==> src/pkg/rlvc_pkg.sv <==
// constants and state type for the regulator low-voltage control block
package rlvc_pkg;
  // ---------------------------------------------------------------------
  // register map
  // ---------------------------------------------------------------------
  localparam logic [11:0] RLVC_OFF_CTRL = 12'h000;
  localparam logic [11:0] RLVC_OFF_IRQ_STATUS = 12'h004;
  localparam logic [11:0] RLVC_OFF_IRQ_MASK = 12'h008;
  localparam logic [11:0] RLVC_OFF_MODE = 12'h00C;
  // control register field positions
  localparam int RLVC_BIT_CHG_FLAG = 0;
  localparam int RLVC_BIT_IRQ_EN = 1;
  localparam int RLVC_BIT_LV_STATUS = 2;
  // interrupt status field positions
  localparam int RLVC_EV_CHANGE = 0;
  localparam int RLVC_EV_LVRST = 1;
  localparam int RLVC_NUM_EV = 2;
  // reset values
  localparam logic RLVC_RST_IRQ_EN = 1'b0;
  localparam logic RLVC_RST_CHG_FLAG = 1'b0;
  localparam logic [1:0] RLVC_RST_MASK = 2'h0;
  // mode codes as read back in the mode register
  localparam logic [1:0] RLVC_CODE_SHUT = 2'h0;
  localparam logic [1:0] RLVC_CODE_FULL = 2'h1;
  localparam logic [1:0] RLVC_CODE_RED = 2'h2;
  // timing: slave answers one cycle after the setup phase
  localparam int RLVC_PREADY_WAIT = 1;
  // operating modes
  typedef enum logic [1:0] {
    RLVC_SHUTDOWN,
    RLVC_FULL_PERF,
    RLVC_REDUCED_PWR
  } rlvc_mode_t;
endpackage : rlvc_pkg

==> src/logic/rlvc_sync.sv <==
// two-flop synchroniser for asynchronous level inputs
`timescale 1ns/1ns
module rlvc_sync
#(
  parameter int WIDTH = 1
)
(
  input wire logic clk,
  input wire logic rst_n,
  input wire logic [WIDTH-1:0] din,
  output logic [WIDTH-1:0] dout
);
  typedef struct packed {
    logic [WIDTH-1:0] meta_ff;
    logic [WIDTH-1:0] sync_ff;
  } rlvc_sync_st_t;

  rlvc_sync_st_t st_ff;
  rlvc_sync_st_t nxt_st;

  // -----------------------------------------------------------------------
  // two stages; only the second stage is visible
  // -----------------------------------------------------------------------
  always_comb
  begin
    nxt_st = st_ff;
    nxt_st.meta_ff = din;
    nxt_st.sync_ff = st_ff.meta_ff;
  end

  // synchronous reset to a constant
  always_ff @(posedge clk)
  begin
    if (!rst_n)
      st_ff <= '0;
    else
      st_ff <= nxt_st;
  end

  assign dout = st_ff.sync_ff;
endmodule : rlvc_sync

==> src/logic/rlvc_ctrl.sv <==
// regulator mode control, reset gating and low-voltage flag logic
//
// Design decision made here: the APB interface to the registers.
`timescale 1ns/1ns
// Operation
// - full performance outside stop mode, reduced power inside stop mode
// - full performance: detector, low-voltage reset and power-on reset live
// - reduced power: detector and low-voltage reset off, power-on reset kept
// - enable pin low gives shutdown; high gives full or reduced mode
// - shutdown: only power-on reset, outputs released to high impedance
// - status bit 2 is read only; writes ignored
// - status reads 1 only for high detector input in full performance mode
// - enable bit 1 requests interrupt while change flag is set
// - change flag bit 0 sets on every status change, either way
// - change flag clears only on write of one
// - entering reduced power mode never clears change flag; a status drop to 0 sets it
// - power-on reset held until core supply above release level
module rlvc_ctrl
  import rlvc_pkg::*;
(
  input wire logic CLK,
  input wire logic RST_N,
  // apb slave
  input wire logic PSEL,
  input wire logic PENABLE,
  input wire logic PWRITE,
  input wire logic [11:0] PADDR,
  input wire logic [31:0] PWDATA,
  input wire logic [3:0] PSTRB,
  output logic [31:0] PRDATA,
  output logic PREADY,
  output logic PSLVERR,
  // core and analog side
  input wire logic STOP_MODE,
  input wire logic REGULATOR_ENABLE_PIN,
  input wire logic LOW_VOLTAGE_DETECTOR,
  input wire logic LV_RESET_CMP,
  input wire logic CORE_SUPPLY_OK,
  // outputs
  output logic POWER_ON_RESET,
  output logic LOW_VOLTAGE_RESET,
  output logic LOW_VOLTAGE_INTERRUPT,
  output logic REG_OUT_ENABLE,
  output logic DETECTOR_ENABLE,
  output logic LV_RESET_ENABLE,
  output logic IRQ
);
  // -----------------------------------------------------------------------
  // state
  // -----------------------------------------------------------------------
  typedef struct packed {
    rlvc_mode_t mode_ff;
    logic lv_status_ff;
    logic irq_en_ff;
    logic chg_flag_ff;
    logic [RLVC_NUM_EV-1:0] ev_stat_ff;
    logic [RLVC_NUM_EV-1:0] ev_mask_ff;
    logic [31:0] prdata_ff;
    logic pready_ff;
    logic pslverr_ff;
    logic por_ff;
    logic lv_rst_ff;
    logic lv_irq_ff;
    logic oen_ff;
    logic det_en_ff;
    logic rst_en_ff;
    logic irq_ff;
  } rlvc_st_t;

  rlvc_st_t st_ff;
  rlvc_st_t nxt_st;

  logic stop_s;
  logic regen_s;
  logic det_s;
  logic rst_cmp_s;
  logic sup_s;

  // -----------------------------------------------------------------------
  // pin inputs come from analog or other domains
  // -----------------------------------------------------------------------
  rlvc_sync #(
    .WIDTH(5)
  ) u_sync (
    .clk(CLK),
    .rst_n(RST_N),
    .din({STOP_MODE, REGULATOR_ENABLE_PIN, LOW_VOLTAGE_DETECTOR,
          LV_RESET_CMP, CORE_SUPPLY_OK}),
    .dout({stop_s, regen_s, det_s, rst_cmp_s, sup_s})
  );

  // -----------------------------------------------------------------------
  // next state
  // -----------------------------------------------------------------------
  always_comb
  begin
    logic setup;
    logic acc;
    logic wr;
    logic rd;
    logic hit;
    logic full;
    logic lv_next;
    logic chg_set;
    logic chg_clr;
    logic [RLVC_NUM_EV-1:0] ev_set;
    logic [RLVC_NUM_EV-1:0] ev_clr;
    logic [31:0] rdata;
    setup = 1'b0;
    acc = 1'b0;
    wr = 1'b0;
    rd = 1'b0;
    hit = 1'b0;
    full = 1'b0;
    lv_next = 1'b0;
    chg_set = 1'b0;
    chg_clr = 1'b0;
    ev_set = '0;
    ev_clr = '0;
    rdata = '0;
    nxt_st = st_ff;

    // mode selection; enable pin assumed stable while powered
    if (!regen_s)
      nxt_st.mode_ff = RLVC_SHUTDOWN;
    else if (stop_s)
      nxt_st.mode_ff = RLVC_REDUCED_PWR;
    else
      nxt_st.mode_ff = RLVC_FULL_PERF;
    full = (st_ff.mode_ff == RLVC_FULL_PERF);

    // per-mode feature enables
    case (st_ff.mode_ff)
      RLVC_FULL_PERF:
      begin
        nxt_st.det_en_ff = 1'b1;
        nxt_st.rst_en_ff = 1'b1;
        nxt_st.oen_ff = 1'b1;
      end
      RLVC_REDUCED_PWR:
      begin
        nxt_st.det_en_ff = 1'b0;
        nxt_st.rst_en_ff = 1'b0;
        nxt_st.oen_ff = 1'b1;
      end
      RLVC_SHUTDOWN:
      begin
        nxt_st.det_en_ff = 1'b0;
        nxt_st.rst_en_ff = 1'b0;
        nxt_st.oen_ff = 1'b0; // outputs high impedance
      end
      default:
      begin
        nxt_st.det_en_ff = 1'b0;
        nxt_st.rst_en_ff = 1'b0;
        nxt_st.oen_ff = 1'b0;
      end
    endcase

    // power-on reset live in every mode, held until supply is good
    nxt_st.por_ff = !sup_s;
    // low-voltage reset only in full performance
    nxt_st.lv_rst_ff = full && rst_cmp_s;

    // status follows detector only in full performance
    lv_next = full && det_s;
    nxt_st.lv_status_ff = lv_next;
    // any change sets the flag; mode entry itself never clears it
    chg_set = (lv_next != st_ff.lv_status_ff);

    // apb decode: no wait state, answer in the first access cycle
    setup = PSEL && !PENABLE;
    acc = PSEL && PENABLE;
    // write lands at the edge where the master sees pready high
    wr = acc && PWRITE && st_ff.pready_ff;
    rd = setup && !PWRITE;
    hit = (PADDR == RLVC_OFF_CTRL) || (PADDR == RLVC_OFF_IRQ_STATUS) ||
          (PADDR == RLVC_OFF_IRQ_MASK) || (PADDR == RLVC_OFF_MODE);
    nxt_st.pready_ff = setup;
    nxt_st.pslverr_ff = setup && !hit;

    // register writes; low byte lane holds every field
    if (wr && PSTRB[0])
    begin
      case (PADDR)
        RLVC_OFF_CTRL:
        begin
          // status bit is not writable
          nxt_st.irq_en_ff = PWDATA[RLVC_BIT_IRQ_EN];
          chg_clr = PWDATA[RLVC_BIT_CHG_FLAG]; // write one clears
        end
        RLVC_OFF_IRQ_STATUS:
          ev_clr = PWDATA[RLVC_NUM_EV-1:0];
        RLVC_OFF_IRQ_MASK:
          nxt_st.ev_mask_ff = PWDATA[RLVC_NUM_EV-1:0];
        default:
        begin
        end
      endcase
    end

    // set wins over a clear in the same cycle
    nxt_st.chg_flag_ff = chg_set || (st_ff.chg_flag_ff && !chg_clr);

    // sticky event status for the interrupt controller
    ev_set[RLVC_EV_CHANGE] = chg_set;
    ev_set[RLVC_EV_LVRST] = nxt_st.lv_rst_ff && !st_ff.lv_rst_ff;
    nxt_st.ev_stat_ff = ev_set | (st_ff.ev_stat_ff & ~ev_clr);

    // request level to the core interrupt logic
    nxt_st.lv_irq_ff = nxt_st.chg_flag_ff && nxt_st.irq_en_ff;
    nxt_st.irq_ff = |(nxt_st.ev_stat_ff & nxt_st.ev_mask_ff);

    // read mux captured in setup, shown in access
    if (rd)
    begin
      case (PADDR)
        RLVC_OFF_CTRL:
        begin
          rdata[RLVC_BIT_LV_STATUS] = st_ff.lv_status_ff;
          rdata[RLVC_BIT_IRQ_EN] = st_ff.irq_en_ff;
          rdata[RLVC_BIT_CHG_FLAG] = st_ff.chg_flag_ff;
        end
        RLVC_OFF_IRQ_STATUS:
          rdata[RLVC_NUM_EV-1:0] = st_ff.ev_stat_ff;
        RLVC_OFF_IRQ_MASK:
          rdata[RLVC_NUM_EV-1:0] = st_ff.ev_mask_ff;
        RLVC_OFF_MODE:
        begin
          case (st_ff.mode_ff)
            RLVC_FULL_PERF: rdata[1:0] = RLVC_CODE_FULL;
            RLVC_REDUCED_PWR: rdata[1:0] = RLVC_CODE_RED;
            default: rdata[1:0] = RLVC_CODE_SHUT;
          endcase
        end
        default:
          rdata = '0;
      endcase
      nxt_st.prdata_ff = rdata;
    end
    else
      nxt_st.prdata_ff = '0; // read data stands only in the access cycle
  end

  // -----------------------------------------------------------------------
  // registers; reset holds power-on reset asserted
  // -----------------------------------------------------------------------
  always_ff @(posedge CLK)
  begin
    if (!RST_N)
    begin
      st_ff <= '0;
      st_ff.mode_ff <= RLVC_SHUTDOWN;
      st_ff.irq_en_ff <= RLVC_RST_IRQ_EN;
      st_ff.chg_flag_ff <= RLVC_RST_CHG_FLAG;
      st_ff.ev_mask_ff <= RLVC_RST_MASK;
      st_ff.por_ff <= 1'b1;
    end
    else
      st_ff <= nxt_st;
  end

  // -----------------------------------------------------------------------
  // outputs straight from flops
  // -----------------------------------------------------------------------
  assign PRDATA = st_ff.prdata_ff;
  assign PREADY = st_ff.pready_ff;
  assign PSLVERR = st_ff.pslverr_ff;
  assign POWER_ON_RESET = st_ff.por_ff;
  assign LOW_VOLTAGE_RESET = st_ff.lv_rst_ff;
  assign LOW_VOLTAGE_INTERRUPT = st_ff.lv_irq_ff;
  assign REG_OUT_ENABLE = st_ff.oen_ff;
  assign DETECTOR_ENABLE = st_ff.det_en_ff;
  assign LV_RESET_ENABLE = st_ff.rst_en_ff;
  assign IRQ = st_ff.irq_ff;
endmodule : rlvc_ctrl

==> config.mk <==
export PLATFORM = sky130hd
export DESIGN_NAME = rlvc_ctrl
export DESIGN_NICKNAME = d
export VERILOG_FILES = /design/src/pkg/rlvc_pkg.sv /design/src/logic/rlvc_sync.sv /design/src/logic/rlvc_ctrl.sv
export SDC_FILE = /design/constraint.sdc
export NUM_CORES = 1
export LEC_CHECK = 0
export BUFFER_PORTS_ARGS = -buffer_cell sky130_fd_sc_hd__buf_2
export CAP_MARGIN = 5
export CORE_UTILIZATION = 40
export DETAILED_ROUTE_END_ITERATION = 6
export PLACE_DENSITY = 0.79
export SYNTH_ARGS = -nofsm -noshare
export SYNTH_HDL_FRONTEND = slang
export SYNTH_SLANG_ARGS = --single-unit
==> constraint.sdc <==
create_clock -name CLK -period 1.92 [get_ports CLK]
set_input_delay 0.192 -clock CLK [delete_from_list [all_inputs] [get_ports CLK]]
set_output_delay 0.192 -clock CLK [all_outputs]
set_load 0.03 [all_outputs]
Word level (Yosys, flattened, before mapping)
Cells that the tools add are included.
{"block": "word_totals", "regBits": 60, "input_bits": 58, "output_inout_bits": 41, "wordCells": 69}
{"block": "op_classes", "eq_ne": 6, "mux": 12, "n_bitwise": 4, "reduce_logical": 27}
{"op": "$eq A12 B4 Y1 const B", "n": 2}
{"op": "$eq A12 B3 Y1 const B", "n": 1}
{"op": "$logic_and A1 B1 Y1", "n": 12}
{"op": "$logic_not A12 Y1", "n": 1}
{"op": "$mux W2", "n": 5}
{"op": "$pmux W2 S4", "n": 1}
{"op": "$logic_not A1 Y1", "n": 6}
{"op": "$pmux W3 S2", "n": 1}
{"op": "$and A2 B2 Y2", "n": 2}
{"op": "$logic_or A1 B1 Y1", "n": 4}
{"op": "$mux W1", "n": 4}
{"op": "$pmux W2 S2", "n": 1}
{"op": "$reduce_and A2 Y1", "n": 2}
{"op": "$reduce_and A3 Y1", "n": 1}
{"op": "$eq A2 B1 Y1 const B", "n": 1}
{"op": "$eq A2 B2 Y1 const B", "n": 1}
{"op": "$not A2 Y2", "n": 1}
{"op": "$or A2 B2 Y2", "n": 1}
{"op": "$reduce_or A2 Y1", "n": 1}
{"op": "$ne A1 B1 Y1", "n": 1}

Longest topological paths before layout
{"block": "logic_depth", "word_depth": 10, "depth_mapped": 7, "depth_no_buf": 7}

Hierarchy
Synthesis repeated with hierarchy kept, for this count alone.
{"block": "hier_totals", "hier_cells": 134, "hier_area_um2": 1336.3}
{"mod": "rlvc_ctrl", "instances": 1, "cells_per_inst": 114, "area_each_um2": 1073.5, "seq_area_each_um2": 400.4}
{"mod": "rlvc_sync", "instances": 1, "cells_per_inst": 20, "area_each_um2": 262.8, "seq_area_each_um2": 200.2}

Worst setup path before layout
OpenSTA, ideal clock, no wires.
{"block": "synth_timing", "kind": "register to register", "from": "register st_ff, in the netlist PREADY", "to": "register st_ff, in the netlist IRQ", "setup_time_ns": 0.117, "t_arrival_ns": 1.464, "t_required_ns": 1.803, "setup_slack_ns": 0.340, "path_stages_with_launch": 6, "n_path_buf": 0, "synth_period_minus_slack_ns": 1.580, "cell_sequence": "dfxtp_1 and4bb_2 nand4_2 nor3b_2 mux2i_1 a22o_1"}
{"block": "synth_between", "elab_chain_cells": 8, "word_cells_on_any_way": 9, "cone_classes": "mux (2); bitwise (4); reduce/logical (3)"}
{"element": "from (decl)", "line": "rlvc_ctrl.sv:70", "text": "rlvc_st_t st_ff;"}
{"element": "from (signal assigned)", "line": "rlvc_ctrl.sv:260", "text": "st_ff <= nxt_st;"}
{"element": "$logic_and A1 B1 Y1 *", "line": "rlvc_ctrl.sv:175", "text": "wr = acc && PWRITE && st_ff.pready_ff;"}
{"element": "$logic_and A1 B1 Y1 *", "line": "rlvc_ctrl.sv:183", "text": "if (wr && PSTRB[0])"}
{"element": "$mux W2", "line": "rlvc_ctrl.sv:183"}
{"element": "$not A2 Y2", "line": "rlvc_ctrl.sv:208", "text": "nxt_st.ev_stat_ff = ev_set | (st_ff.ev_stat_ff & ~ev_clr);"}
{"element": "$and A2 B2 Y2", "line": "rlvc_ctrl.sv:208"}
{"element": "$or A2 B2 Y2", "line": "rlvc_ctrl.sv:208"}
{"element": "$and A2 B2 Y2 *", "line": "rlvc_ctrl.sv:212", "text": "nxt_st.irq_ff = |(nxt_st.ev_stat_ff & nxt_st.ev_mask_ff);"}
{"element": "$reduce_or A2 Y1 *", "line": "rlvc_ctrl.sv:212"}
Mark *: on every way between the ends. The rest lies on a longest branch, timed or not.
A chain may end at the register's enable or synchronous reset.

Worst setup path in the final report
Ends and elaborated chain as after synthesis.

==> metrics <==
status complete, no violations; grt ovf 0; core box area around 3100 sq um; commonest non-fill, non-tap cell in the layout buf_2; worst setup path category flip-flop to flip-flop; number of fill cells around 310; Bufs on Longest Clock Path 2; count of unique library cells instantiated by Yosys 25; final WL between 1.5 and 2 mm; H-tree levels 2; Hold Crit Class primary input to flip-flop; CP Launch Type flip-flop; M3 GR Usage 6.71%; Finished Cell Area ~1500 sq um; largest net degree at the start of global routing 25; vias in the first global route 727; Final Net Count about 230; Yosys top cell by area dfxtp_1; Leak a little over 0.7 nW; initial antenna violation count 0; setup bufs post-CTS 0; routability cong. 0.738; CTS clock-pin slew for the worst setup and hold paths ~90 ps; worst path cell trace and4bb_2 > nand4_2 > nor3b_2 > mux2i_1 > a22o_1; Critical Path RT 2190 ps; worst reg-to-reg path cell count 5; placed insts about 210; Synth area leaders dfxtp_1 (45%), buf_4 (18%), and2_1 (6.5%); CTS-repair resized insts 0; Starting Density approximately 43%; root buf cell clkbuf_4; Buffers on Ports 36; cell row count 20; met2 usage about a fifth; WL/cell 8.90 um; crit end category flip-flop; antenna-violating nets left 0; fmax about 650 MHz; gr busiest metal met2; Yosys top cell area share between 40% and 50%; max incr delay on CP about 340 ps; cell count after synthesis 134; syn_area_per_cell between 10 and 15 sq um; fin crit share roughly four fifths; IO Count 99; synth warn 0; most frequent cells in the layout buf_2 (36), dfxtp_1 (30), conb_1 (29), and2_1 (14), nand2_1 (12); number of synthesized flops with an enable pin 0; RSZ-0062 raised after global routing no; total CTS buffers 5; non-filler instance count after layout roughly 220; clock period minus worst slack around 1500 ps; Hold Path Depth 2; worst-skew pair later-pin latency 320 ps; WP data arrival between 1500 and 2000 ps; Max IR drop VDD approximately 0.4 mV; DR pass1 iterations 2; antenna diode count 0; Vias/cell ~4.1; Final setup viols 0; Bufs and invs on worst path 0; Final Hold Viols 0; clock sinks 30; Slew Limit Fails 0; delay-heaviest family, CP simple AND/OR/NAND/NOR gates; met1 Use GR about an eighth; layout cell share with drive strength beyond 1 between 30% and 40%; die height 60.0 um; Primary FF master, synth dfxtp_1; sequential share of the synthesized area ~45%; post-detail-place hpwl about 1.5 mm; Post-Synthesis Cell Area around 1300 sq um; DRC Markers 0; first-pass GRT wire length approximately 3 mm; Total Routing Usage GR between 10 and 15%; flops & latches, synth 30; Worst path depth 5; Pwr Density 782 nW/um^2; Fin Clk Skew 9.00 ps; # Max-Cap Violations 0; Final Worst Setup Slack about 380 ps; Slowest-stage cell, CP dfxtp_1; pre-CTS setup slack roughly 340 ps; Die ar. about 3600 sq um; Area after DPL 1440 sq um; Fin Setup TNS 0 ps; via count roughly 880; post-cts hold buffer count 0; area grow syn2layout 11.6%; CP Max Fanout 4; Post-synth ARST share 0%; CTS tree yes; Starting DRT DRC Count 9; Die W 60.0 um
==> flip-flops by register name, indices dropped and copies added, names as in the netlist <==
signal                 count
st_ff                      9
REG_OUT_ENABLE             1
IRQ                        1
u_sync.dout                5
u_sync.nxt_st              5
PSLVERR                    1
DETECTOR_ENABLE            1
POWER_ON_RESET             1
LOW_VOLTAGE_INTERRUPT      1
PREADY                     1
LOW_VOLTAGE_RESET          1
PRDATA                     3
==> metal layers <==
layer / share of wire, % / routed length [um] / vias to the layer above
met1: 42 / 811 / 397
li1: - / - / 442
met2: 49 / 949 / 34
met3: 7.6 / 146 / 2
met4: 0.78 / 15 / 0
met5: 0 / 0 / -
==> where the power goes <==
part | switching, mW | total (mW) | internal (mW)
Clock | 0.208 | 0.384 | 0.176
Combinational | 0.114 | 0.151 | 0.0372
Sequential | 0.00393 | 0.640 | 0.636
==> worst paths after layout <==
kind                                   from                   endpoint  slack (ps)
setup reg to reg          PREADY$_SDFF_PN0_             IRQ$_SDFF_PN0_         380
setup / recovery          PREADY$_SDFF_PN0_             IRQ$_SDFF_PN0_         380
hold reg to reg   u_sync.dout[0]$_SDFF_PN0_  POWER_ON_RESET$_SDFF_PN1_         380
hold / removal                      PENABLE          PREADY$_SDFF_PN0_          50
==> cells by family after synthesis <==
family          Yosys count  share of synthesized area, %
compound gates            5                          2.42
xor+xnor                  1                         0.651
fa+ha+maj                 3                          2.79
buf+inv                  39                          20.1
flops                    30                          44.6
mux                       5                          5.58
other cells               1                         0.279
simple gates             50                          23.6
==> synthesized netlist by cell type, types with 2 or more instances <==
cell type  instances
nor2b_1            7
mux2i_1            3
ha_1               3
nor4_4             2
o21ai_0            3
and3_1             3
nand2_1           12
nor2_1             5
inv_1              4
clkbuf_1           2
buf_4             33
mux4_2             2
and2_1            14
dfxtp_1           30
==> layout make-up <==
cell class / count / area (sq um) / area share [%]
flip-flops and latches: 30 / 601 / 40.0
inverters: 4 / 15.0 / 0.999
well taps: 44 / 55.1 / 3.66
multi-input cells: 93 / 581 / 38.6
clock inverters: 2 / 12.5 / 0.833
clock buffers: 6 / 51.3 / 3.41
repair buffers: 37 / 188 / 12.5
==> stage by stage <==
| step | power (mW) | utilization (%) | hold slack (ps) |
|---|---|---|---|
| detailed placement | 0.805 | 46.0 | 358 |
| global placement | 0.802 | 46.0 | 354 |
| CTS | 1.19 | 48.0 | 33.2 |
| global route | 1.25 | 48.0 | 27.8 |
| floorplan | 0.807 | - | 271 |
| finish | 1.17 | 48.0 | 49.7 |
No activity file was read; power rests on OpenSTA's default activity.
